[config.mk]
export PLATFORM = sky130hd
export DESIGN_NAME = mrac_ctrl
export DESIGN_NICKNAME = d
export VERILOG_FILES = /design/src/mrac_ctrl.v /design/src/mrac_sync.v
export VERILOG_INCLUDE_DIRS = /design/src
export SDC_FILE = /design/constraint.sdc
export NUM_CORES = 1
export LEC_CHECK = 0
export ABC_CLOCK_PERIOD_IN_PS = 2600
export BUFFER_PORTS_ARGS = -buffer_cell sky130_fd_sc_hd__buf_2
export CORE_AREA = 2 2 91 93
export DETAILED_ROUTE_END_ITERATION = 10
export DIE_AREA = 0 0 93 95
export PLACE_DENSITY_LB_ADDON = 0.3
export SYNTH_ARGS = -nofsm -noshare
export SYNTH_HDL_FRONTEND = slang
export SYNTH_SLANG_ARGS = --single-unit
[constraint.sdc]
create_clock -name CLK -period 2.6 [get_ports CLK]
set_input_delay 0.26 -clock CLK [delete_from_list [all_inputs] [get_ports CLK]]
set_output_delay 0.26 -clock CLK [all_outputs]
set_load 0.005 [all_outputs]
[src/mrac_map.vh]
// Constants for the multirange converter serial control block
// Summary of operation
// - With chip select low, the serial input is captured on each rising serial clock edge.
// - With chip select low, the next output bit is shifted out on each falling serial clock edge.
// - With chip select high, clock and data are ignored and the serial output is released.
// - In internal clock mode a rising result strobe tells the host that a result is ready.
// - In external clock mode the result strobe is held low.
// - The result strobe is always driven, whatever chip select does.
// - Each conversion yields a fourteen-bit result word.
// - The large build has eight single-ended inputs or four differential pairs.
// - The small build has four single-ended inputs or two pairs; channel count is a parameter.
// - Each channel keeps its own range; single-ended use offers seven ranges.
// - Differential use offers three ranges.
// - The first one clocked in after chip select falls is bit 7 of the configuration byte.
// - Bits 6 to 4 of the byte select the channel being configured.
// - Bit 3 selects single-ended (0) or differential (1) operation for that channel.
// - The low three bits are the range code, stored per channel.
`ifndef MRAC_MAP_VH
`define MRAC_MAP_VH
`define MRAC_RES_W 14
`define MRAC_BYTE_W 8
`define MRAC_START_POS 7
`define MRAC_CH_MSB 6
`define MRAC_CH_LSB 4
`define MRAC_PAIR_POS 3
`define MRAC_RNG_MSB 2
`define MRAC_RNG_LSB 0
`define MRAC_RNG_W 3
`define MRAC_CNT_W 3
`define MRAC_BITS_AFTER_START 3'h7
`define MRAC_PAIR_RST 1'b0
`define MRAC_RNG_RST 3'h7
`define MRAC_SE_RNG_MIN 3'h1
`define MRAC_SE_RNG_MAX 3'h7
`define MRAC_DIF_RNG_MIN 3'h1
`define MRAC_DIF_RNG_MAX 3'h3
`define MRAC_NUM_CHAN_LARGE 8
`define MRAC_NUM_CHAN_SMALL 4
`endif

[src/mrac_ctrl.v]
// Serial port and channel configuration store of the multirange converter
`timescale 1ns/1ps
`include "mrac_map.vh"
module mrac_ctrl #(
   parameter NUM_CHAN = `MRAC_NUM_CHAN_LARGE
) (
   // Clock and reset
   input wire CLK,
   input wire RESETN,
   // Serial pins from the host
   input wire CS_N,
   input wire SCLK,
   input wire DIN,
   // Serial data out, released when not selected
   output wire DOUT_O,
   output wire DOUT_OE,
   // Result ready strobe, always driven
   output wire RESULT_STROBE,
   // Mode and conversion core, same clock domain
   input wire INT_CLK_MODE,
   input wire CONV_DONE,
   input wire [`MRAC_RES_W-1:0] CONV_RESULT,
   // Per-channel configuration
   output wire [NUM_CHAN-1:0] CHAN_PAIRED,
   output wire [`MRAC_RNG_W*NUM_CHAN-1:0] CHAN_RANGE,
   // Configuration byte events
   output wire CFG_VALID,
   output wire CFG_REJECT,
   output wire [2:0] CFG_CHANNEL
);
   wire [2:0] pins_sync;
   wire cs_n_s;
   wire sclk_s;
   wire din_s;
   reg sclk_prev_q;
   reg cs_prev_q;
   wire sclk_rise;
   wire sclk_fall;
   wire cs_fall;
   wire selected;

   // Chip select resets high so the port starts deselected
   mrac_sync #(
      .WIDTH(3),
      .RESET_VAL(3'h4)
   ) u_sync (
      .CLK(CLK),
      .RESETN(RESETN),
      .ASYNC_IN({CS_N, SCLK, DIN}),
      .SYNC_OUT(pins_sync)
   );

   assign cs_n_s = pins_sync[2];
   assign sclk_s = pins_sync[1];
   assign din_s = pins_sync[0];

   // Edge history taken from synchronised copies only
   always @(posedge CLK or negedge RESETN)
   begin
      if (!RESETN)
      begin
         sclk_prev_q <= 1'b0;
         cs_prev_q <= 1'b1;
      end
      else
      begin
         sclk_prev_q <= sclk_s;
         cs_prev_q <= cs_n_s;
      end
   end

   // Clock edges count only while selected
   assign selected = ~cs_n_s;
   assign sclk_rise = selected & sclk_s & ~sclk_prev_q;
   assign sclk_fall = selected & ~sclk_s & sclk_prev_q;
   assign cs_fall = cs_prev_q & ~cs_n_s;

   // Configuration byte receiver
   localparam [1:0] ST_HUNT = 2'b01;
   localparam [1:0] ST_BITS = 2'b10;

   reg [1:0] state_q;
   reg [1:0] state_d;
   reg [`MRAC_CNT_W-1:0] cnt_q;
   reg [`MRAC_CNT_W-1:0] cnt_d;
   reg [`MRAC_BYTE_W-2:0] body_q;
   reg [`MRAC_BYTE_W-2:0] body_d;
   reg byte_done;
   wire [`MRAC_BYTE_W-1:0] cfg_byte;

   // Start bit search, then seven more bits MSB first
   always @*
   begin
      state_d = state_q;
      cnt_d = cnt_q;
      body_d = body_q;
      byte_done = 1'b0;
      if (cs_n_s)
      begin
         // Partial byte dropped on deselect
         state_d = ST_HUNT;
         cnt_d = {`MRAC_CNT_W{1'b0}};
      end
      else if (sclk_rise)
      begin
         case (state_q)
            ST_HUNT:
            begin
               // Leading zeros are padding; first one is bit 7
               if (din_s)
               begin
                  state_d = ST_BITS;
                  cnt_d = `MRAC_BITS_AFTER_START;
               end
            end
            ST_BITS:
            begin
               body_d = {body_q[`MRAC_BYTE_W-3:0], din_s};
               cnt_d = cnt_q - 3'h1;
               if (cnt_q == 3'h1)
               begin
                  byte_done = 1'b1;
                  state_d = ST_HUNT;
               end
            end
            default:
            begin
               state_d = ST_HUNT;
            end
         endcase
      end
   end

   always @(posedge CLK or negedge RESETN)
   begin
      if (!RESETN)
      begin
         state_q <= ST_HUNT;
         cnt_q <= {`MRAC_CNT_W{1'b0}};
         body_q <= {(`MRAC_BYTE_W-1){1'b0}};
      end
      else
      begin
         state_q <= state_d;
         cnt_q <= cnt_d;
         body_q <= body_d;
      end
   end

   // Last body bit is still in body_d when the byte completes
   assign cfg_byte = {1'b1, body_d};

   // Byte decode and range check
   wire [2:0] sel_chan;
   wire sel_pair;
   wire [`MRAC_RNG_W-1:0] sel_rng;
   wire chan_ok;
   wire rng_ok;
   wire cfg_write;

   assign sel_chan = cfg_byte[`MRAC_CH_MSB:`MRAC_CH_LSB];
   assign sel_pair = cfg_byte[`MRAC_PAIR_POS];
   assign sel_rng = cfg_byte[`MRAC_RNG_MSB:`MRAC_RNG_LSB];

   // Channels numbered at or above the build's count do not exist
   assign chan_ok = ({1'b0, sel_chan} < NUM_CHAN[3:0]);

   // Seven single-ended codes, three differential codes
   assign rng_ok = sel_pair ?
      (sel_rng >= `MRAC_DIF_RNG_MIN && sel_rng <= `MRAC_DIF_RNG_MAX) :
      (sel_rng >= `MRAC_SE_RNG_MIN && sel_rng <= `MRAC_SE_RNG_MAX);

   // An illegal byte leaves the old setting intact rather than half-apply it
   assign cfg_write = byte_done & chan_ok & rng_ok;

   reg cfg_valid_q;
   reg cfg_reject_q;
   reg [2:0] cfg_chan_q;

   // Report each completed byte to the core
   always @(posedge CLK or negedge RESETN)
   begin
      if (!RESETN)
      begin
         cfg_valid_q <= 1'b0;
         cfg_reject_q <= 1'b0;
         cfg_chan_q <= 3'h0;
      end
      else
      begin
         cfg_valid_q <= cfg_write;
         cfg_reject_q <= byte_done & ~cfg_write;
         if (byte_done)
         begin
            cfg_chan_q <= sel_chan;
         end
      end
   end

   assign CFG_VALID = cfg_valid_q;
   assign CFG_REJECT = cfg_reject_q;
   assign CFG_CHANNEL = cfg_chan_q;

   // Per-channel pairing and range store
   genvar ch;
   generate
      for (ch = 0; ch < NUM_CHAN; ch = ch + 1)
      begin : g_chan
         reg pair_q;
         reg [`MRAC_RNG_W-1:0] rng_q;
         // Each channel updates only when addressed
         always @(posedge CLK or negedge RESETN)
         begin
            if (!RESETN)
            begin
               pair_q <= `MRAC_PAIR_RST;
               rng_q <= `MRAC_RNG_RST;
            end
            else if (cfg_write && sel_chan == ch)
            begin
               pair_q <= sel_pair;
               rng_q <= sel_rng;
            end
         end
         assign CHAN_PAIRED[ch] = pair_q;
         assign CHAN_RANGE[`MRAC_RNG_W*ch +: `MRAC_RNG_W] = rng_q;
      end
   endgenerate

   // Result shifter and data out
   reg [`MRAC_RES_W-1:0] res_q;
   reg dout_q;
   reg oe_q;

   // New result loads whole; falling edges walk it out MSB first
   always @(posedge CLK or negedge RESETN)
   begin
      if (!RESETN)
      begin
         res_q <= {`MRAC_RES_W{1'b0}};
         dout_q <= 1'b0;
      end
      else if (CONV_DONE)
      begin
         res_q <= {CONV_RESULT[`MRAC_RES_W-2:0], 1'b0};
         dout_q <= CONV_RESULT[`MRAC_RES_W-1];
      end
      else if (sclk_fall)
      begin
         dout_q <= res_q[`MRAC_RES_W-1];
         res_q <= {res_q[`MRAC_RES_W-2:0], 1'b0};
      end
   end

   // Enable from a flop so the pin never glitches on
   always @(posedge CLK or negedge RESETN)
   begin
      if (!RESETN)
      begin
         oe_q <= 1'b0;
      end
      else
      begin
         oe_q <= selected;
      end
   end

   assign DOUT_O = dout_q;
   assign DOUT_OE = oe_q;

   // Result strobe
   reg strobe_q;

   // Set on a finished conversion, cleared as the host starts reading;
   // a result landing in the clearing cycle keeps the strobe up
   always @(posedge CLK or negedge RESETN)
   begin
      if (!RESETN)
      begin
         strobe_q <= 1'b0;
      end
      else if (!INT_CLK_MODE)
      begin
         strobe_q <= 1'b0;
      end
      else if (CONV_DONE)
      begin
         strobe_q <= 1'b1;
      end
      else if (sclk_fall || cs_fall)
      begin
         strobe_q <= 1'b0;
      end
   end

   // Plain output, no enable: always driven
   assign RESULT_STROBE = strobe_q;

endmodule // mrac_ctrl

[src/mrac_sync.v]
// Two-stage synchroniser for pins entering the CLK domain
`timescale 1ns/1ps
module mrac_sync #(
   parameter WIDTH = 3,
   parameter [WIDTH-1:0] RESET_VAL = {WIDTH{1'b0}}
) (
   // Clock and reset
   input wire CLK,
   input wire RESETN,
   // Asynchronous in, synchronous out
   input wire [WIDTH-1:0] ASYNC_IN,
   output wire [WIDTH-1:0] SYNC_OUT
);
   genvar i;
   // One pair of flops per bit; first stage feeds only the second
   generate
      for (i = 0; i < WIDTH; i = i + 1)
      begin : g_bit
         reg meta_q;
         reg sync_q;
         always @(posedge CLK or negedge RESETN)
         begin
            if (!RESETN)
            begin
               meta_q <= RESET_VAL[i];
               sync_q <= RESET_VAL[i];
            end
            else
            begin
               meta_q <= ASYNC_IN[i];
               sync_q <= meta_q;
            end
         end
         assign SYNC_OUT[i] = sync_q;
      end
   endgenerate
endmodule // mrac_sync

==> impl_metrics.csv, run 1 <==
group,metric,value,unit
setup_path,regToRegSetupSlack,0.25,ns
logic_synthesis,synth_common_cells,"dfrtp_1 (44), dfstp_2 (28), mux2_2 (24), nand2_1 (20), o21ai_1 (16)",
detailed_routing,wl_per_cell,13.63,µm
placement,io_buffers,60,
floorplanning,dieArea,8835,µm²
logic_synthesis,synth_nets,249,
global_routing,grt_pass1_vias,1850,
logic_synthesis,synthMuxAreaShare,18.65,%
global_routing,grt_max_degree,35,
logic_synthesis,yosys.area_share.adder,1.629,%
cells_and_area,diodes,0,
global_routing,antenna_found_initial,0,
setup_path,r2r_cells,6,
clock_network,cts.sinks,72,
power,p_leak,0.001753,µW
logic_synthesis,synth-compound-area-share,4.438,%
clock_network,cts_setup_buffers,0,
timing,slew_headroom,48.99,%
setup_path,arrival,2.56,ns
global_routing,grt_usage,13.74,%
logic_synthesis,yosys_warnings,0,
floorplanning,coreArea,7928,µm²
timing,maxSlewViolCount,0,
timing,rsz0062_at_grt,"false",
logic_synthesis,synth_largest_area_cell,"dfrtp_1",
timing,finalCritPeriodShare,90.39,%
global_routing,overflow,0,
logic_synthesis,syn_area_per_cell,13.72,µm²
outcome,violations,"negative hold slack",
logic_synthesis,synth_area_leaders,"dfrtp_1 (36%), dfstp_2 (24%), mux2_2 (8.8%), mux2i_1 (4.2%), mux2_1 (3.7%)",
setup_path,cp-end-kind,"flip-flop",
setup_path,required,2.81,ns
clock_network,path_clk_slew,0.08,ns
timing,timing.fmax,0.4255,GHz
power,p_per_area,581.2,nW/µm²
placement,gp_congestion,0.7035,
outcome,outcome,"complete, but fails checks",
timing,fin_skew,0.009386,ns
logic_synthesis,synthFlopType,"dfrtp_1",
timing,setup-violations-final,0,
cells_and_area,fin_util,46.46,%
logic_synthesis,ys_types,36,
logic_synthesis,synthCells,224,
cells_and_area,area_growth,19.87,%
global_routing,grt_pass1_wl,9177,µm
logic_synthesis,synth_top_area_share,35.83,%
job,max-cap-violations,0,
timing,hold_viol,9,
clock_network,clock-root-buffer,"clkbuf_8",
cells_and_area,nNetsFinal,313,
logic_synthesis,ys_seq_elements,72,
logic_synthesis,synth_edf_count,0,
clock_network,cts_buffer_depth,2,
floorplanning,die_x,93,µm
clock_network,htreeDepth,3,
detailed_routing,drt_first_pass_iters,4,
detailed_routing,ant_nets,0,
clock_network,clock_latency,0.34,ns
placement,dp_cells,379,
setup_path,r2r-start,"state_q[0]",
logic_synthesis,synthXorXnorAreaFrac,0,%
logic_synthesis,yosys.area_share.simple,11.69,%
cells_and_area,nFillCells,766,
detailed_routing,vias,1852,
logic_synthesis,netlist_area,3073,µm²
min_path,hp-class,"primary input to asynchronous set/reset pin",
setup_path,cp-startpoint,"state_q[0]",
timing,hold_slack,-0.008278,ns
detailed_routing,wl,5426,µm
clock_network,cts-buffers-inserted,9,
logic_synthesis,synth_top_family_by_area,"multiplexers",
setup_path,critPathCapture,"g_chan[2].pair_q",
detailed_routing,drcViolationCount,0,
logic_synthesis,synth.most_common_cell,"dfrtp_1",
cells_and_area,drive_above_1_share,50.51,%
clock_network,ctsResizeCount,0,
timing,tightest_slew,0.7651,ns
detailed_routing,drt-initial-drc-count,63,
floorplanning,boundaryPins,61,
logic_synthesis,ys_async_sr_fraction,100.0,%
logic_synthesis,ys_seq_area_share,59.77,%
cells_and_area,layout.cells.non_filler,398,
placement,dp_hpwl,3845,µm
floorplanning,dieHeight,95,µm
timing,setup_tns,0,ns
clock_network,cts_tree,"done",
setup_path,cp_max_fo,10,
setup_path,rr_endpoint,"g_chan[2].pair_q",
floorplanning,rows,33,
floorplanning,initial_utilization,38.76,%
detailed_routing,vias_per_cell,4.653,
setup_path,startpoint_type,"flip-flop",
setup_path,worstSetupPathType,"flip-flop to flip-flop",
power,ir_drop,295.2,µV
timing,finalCriticalPeriod,2.350,ns
[layout make-up]
class                      count  area [µm²]  share of cell area [%]
multi-input combinational    130        1124                   30.50
inverter                       8       30.03                  0.8152
sequential                    72        1837                   49.86
clock buffer                  10       127.6                   3.465
tap                          105       131.4                   3.567
clock inverter                 6       61.31                   1.664
timing repair buffer          67       372.9                   10.12
[per-layer routing]
layer  GRT usage [%]  wire length (µm)  up-vias
met2           20.95              2553       47
met5               0                 0        -
li1                -                 -      904
met1           17.50              2419      892
met4           5.147                63        0
met3           5.826               389        9
[sequential cells by signal, indices dropped and copies added, names as in the netlist]
register / flops
DOUT_O: 1
CFG_CHANNEL: 3
g_chan.rng_q: 24
body_q: 6
RESULT_STROBE: 1
sclk_prev_q: 1
CFG_VALID: 1
DOUT_OE: 1
cs_prev_q: 1
u_sync.g_bit.sync_q: 3
u_sync.g_bit.meta_q: 3
state_q: 2
g_chan.pair_q: 8
res_q: 13
CFG_REJECT: 1
cnt_q: 3
[kinds of logic (layout without fill, tap and decap cells)]
logic type,after synthesis,after routing
muxes,51,51
buffers and inverters,22,91
DFF,72,72
AOI/OAI and AO/OA,24,24
adders and majority gates,4,4
and+or+nand+nor,51,51
[timing repair]
item / in CTS / in global routing
hold endpoints to repair: 1 / 2
hold buffers: 1 / 2
setup endpoints to repair: 0 / 0
[through the flow]
stage	worst slack [ns]	power [µW]	area, µm²	hold slack, ns
floorplan	0.6479	1261	3073	-0.03559
global placement	0.3160	1322	3465	0.3349
detailed placement	0.2377	1323	3465	0.3356
CTS	0.2273	2177	3664	0.0008081
global route	0.1260	2258	3684	0.01655
finish	0.2498	2141	3684	-0.008278
[worst max-delay path: stages, from the launching register on]
cell and delay (ns):
dfstp_2 0.38, inv_1 0.05, ha_1 0.22, and4bb_1 0.48, nand2_2 0.31, nor4_4 0.41
mux2_1 0.37
[worst min-delay path by stage]
stage	startpoint	endpoint	slack, ns
4_1_cts	RESETN	u_sync.g_bit[0].meta_q	0.0008
3_5_place_dp	u_sync.g_bit[1].meta_q	u_sync.g_bit[1].sync_q	0.34
3_3_place_gp	u_sync.g_bit[0].meta_q	u_sync.g_bit[0].sync_q	0.33
6_report	RESETN	u_sync.g_bit[1].meta_q	-0.008
2_1_floorplan	RESETN	CFG_CHANNEL[0]	-0.04
5_1_grt	RESETN	u_sync.g_bit[0].meta_q	0.02
[power by group]
| part | internal (µW) | switching [µW] |
|---|---|---|
| registers | 1160 | 20.8 |
| logic | 54.6 | 68.7 |
| clock network | 440 | 398 |
[placed cells by master, fill, tap and decap left out, drive strengths merged, types with 4 or more instances in the layout]
cell,count
dfstp,28
nor4,5
ha,4
inv,8
clkbuf,10
mux2i,13
clkinv,4
o21ai,16
mux2,38
buf,64
dfrtp,44
nor3,5
nand2,21
nor2,4
Note: power is estimated with default switching activity, not from simulation.
==> run 2, diff against run 1 <==
--- a/config.mk
+++ b/config.mk
@@ -6,7 +6,7 @@
 export SDC_FILE = /design/constraint.sdc
 export NUM_CORES = 1
 export LEC_CHECK = 0
-export ABC_CLOCK_PERIOD_IN_PS = 2600
+export ABC_CLOCK_PERIOD_IN_PS = 2080
 export BUFFER_PORTS_ARGS = -buffer_cell sky130_fd_sc_hd__buf_2
 export CORE_AREA = 2 2 91 93
 export DETAILED_ROUTE_END_ITERATION = 10
==> constraint.sdc (replaced) <==
create_clock -name CLK -period 2.08 [get_ports CLK]
set_input_delay 0.208 -clock CLK [delete_from_list [all_inputs] [get_ports CLK]]
set_output_delay 0.208 -clock CLK [all_outputs]
set_load 0.005 [all_outputs]
==> run 2 against run 1 <==
  * The flow now finishes without violations
  * Worst setup slack got worse by 0.14 ns
  * Total power up 28%
  * Maximum frequency grew 20%
  * Wire length grew 3.0%
  * Clock power increased by 31%
  * Die area stayed put
  * Critical path depth is 1 higher
  * Largest power group unchanged
  * Clock-buffer cell count grew 1
  * Highest routed layer unchanged
==> impl_metrics.csv, run 2 (synthesis results as in run 1) <==
group,metric,value,unit
detailed_routing,ant_nets,0,
global_routing,antenna_found_initial,0,
timing,slew_headroom,66.29,%
floorplanning,coreArea,7928,µm²
cells_and_area,largest_register,"g_chan.rng_q",
cells_and_area,final_common_cell,"buf_2",
setup_path,cp_max_fo,7,
clock_network,htreeDepth,3,
cells_and_area,drive_above_1_share,51.67,%
global_routing,grt_pass1_wl,9315,µm
power,switchingPower,627.3,µW
timing,rsz0062_at_grt,"false",
job,max-cap-violations,0,
floorplanning,die_x,93,µm
power,seqPwrFrac,53.9,%
clock_network,cts-buffers-inserted,9,
placement,dp_hpwl,3881,µm
cells_and_area,diodes,0,
min_path,holdPathStages,3,
clock_network,clock-root-buffer,"clkbuf_8",
detailed_routing,wl_per_cell,13.80,µm
cells_and_area,reg_top3,"g_chan.rng_q (24), res_q (13), g_chan.pair_q (8)",
clock_network,cts_setup_buffers,0,
global_routing,grt_max_degree,53,
floorplanning,initial_utilization,38.76,%
power,p_int,2106,µW
power,ir_drop,381.0,µV
detailed_routing,drt-initial-drc-count,62,
detailed_routing,drt_first_pass_iters,4,
timing,setup-violations-final,0,
setup_path,startpoint_type,"flip-flop",
clock_network,cts.sinks,72,
setup_path,worstSetupPathType,"flip-flop to flip-flop",
clock_network,cts_buffer_depth,2,
cells_and_area,nNetsFinal,320,
detailed_routing,vias,1888,
timing,worst_slack,0.1146,ns
placement,gp_congestion,0.7679,
setup_path,cp-end-kind,"flip-flop",
global_routing,grt_pass1_vias,1929,
detailed_routing,wl,5590,µm
floorplanning,dieHeight,95,µm
power,p_leak,0.001793,µW
cells_and_area,area_growth,22.07,%
floorplanning,boundaryPins,61,
timing,timing.fmax,0.5088,GHz
clock_network,path_clk_slew,0.08,ns
cells_and_area,largest_reg_flops,24,
min_path,hp-class,"primary input to flip-flop",
timing,setup_tns,0,ns
power,p_per_area,728.7,nW/µm²
setup_path,required,2.31,ns
floorplanning,dieArea,8835,µm²
clock_network,cts_tree,"done",
power,combPwrFrac,6.0,%
detailed_routing,drcViolationCount,0,
power,switching_share,22.95,%
clock_network,clock_latency,0.34,ns
timing,tightest_slew,0.5057,ns
placement,place_ws,0.09320,ns
global_routing,grt_usage,13.99,%
floorplanning,rows,33,
timing,finalCritPeriodShare,94.49,%
global_routing,overflow,0,
outcome,outcome,"complete, no violations",
detailed_routing,vias_per_cell,4.662,
power,clkPwrFrac,40.2,%
timing,hold_slack,0.07401,ns
setup_path,r2r_cells,7,
setup_path,arrival,2.20,ns
timing,fin_skew,0.007213,ns
timing,hold_viol,0,
cells_and_area,final_cell_mix,"buf_2 (60), dfrtp_1 (44), dfstp_2 (28)",
timing,finalCriticalPeriod,1.965,ns
timing,maxSlewViolCount,0,
placement,io_buffers,60,
run 2: cell count changes in the layout (fill, tap and decap cells not counted), sizes merged:
cell,change
buf,+6
clkinv,-1
clkbuf,+1
dlygate4sd3,+1
run 2: path summary, 6_finish.rpt:
path	start	to	slack (ns)
max	state_q[0]	g_chan[5].pair_q	0.11
min	CONV_RESULT[9]	res_q[10]	0.07
max reg2reg	state_q[0]	g_chan[5].pair_q	0.11
min reg2reg	u_sync.g_bit[1].meta_q	u_sync.g_bit[1].sync_q	0.35
max in group asynchronous	RESETN	g_chan[2].rng_q[0]	1.01
min in group asynchronous	RESETN	CFG_VALID	0.37
run 2: layer usage:
layer	global-route usage (%)	vias up	wire length, µm	share of wire (%)
li1	-	913	-	-
met1	17.83	915	2544	46
met2	21.56	51	2582	46
met3	4.230	9	358	6.4
met4	7.353	0	104	1.9
met5	0	-	0	0
run 2: worst max-delay path, stage by stage, from the launching register on:
cell	delay, ns
dfstp_2	0.38
inv_1	0.05
ha_1	0.15
and4bb_1	0.24
buf_4	0.18
nand3_4	0.11
or3_4	0.45
mux2_4	0.31
run 2: what timing repair did:
| item | in CTS | in global routing |
|---|---|---|
| hold buffers | 4 | 0 |
| resized for setup | 0 | 1 |
| endpoints found under the setup margin | 0 | 3 |
| endpoints found under the hold margin | 19 | 0 |
run 2: power by group through the flow:
stage	clock [µW]	combinational, µW	sequential (µW)
global route	1200	188	1480
floorplan	0	83.1	1490
global placement	0	157	1500
CTS	1130	168	1470
detailed placement	0	161	1500
finish	1100	163	1470
run 2: area by class of cell:
type	count	area, µm²
Multi-Input combinational cell	130	1127
Tap cell	105	131.4
Clock buffer	11	141.4
Sequential cell	72	1837
Clock inverter	5	56.30
Fill cell	760	4177
Inverter	8	30.03
Timing Repair Buffer	74	427.9
run 2: stage by stage:
stage          total power [µW]  std cells  utilization [%]  cell area (µm²)
4_1_cts                    2775        405            47.27             3747
2_1_floorplan              1576        224                -             3073
3_5_place_dp               1659        385            44.27             3510
3_3_place_gp               1655        385            44.27             3510
5_1_grt                    2867        405            47.32             3751
6_report                   2734        405            47.32             3751
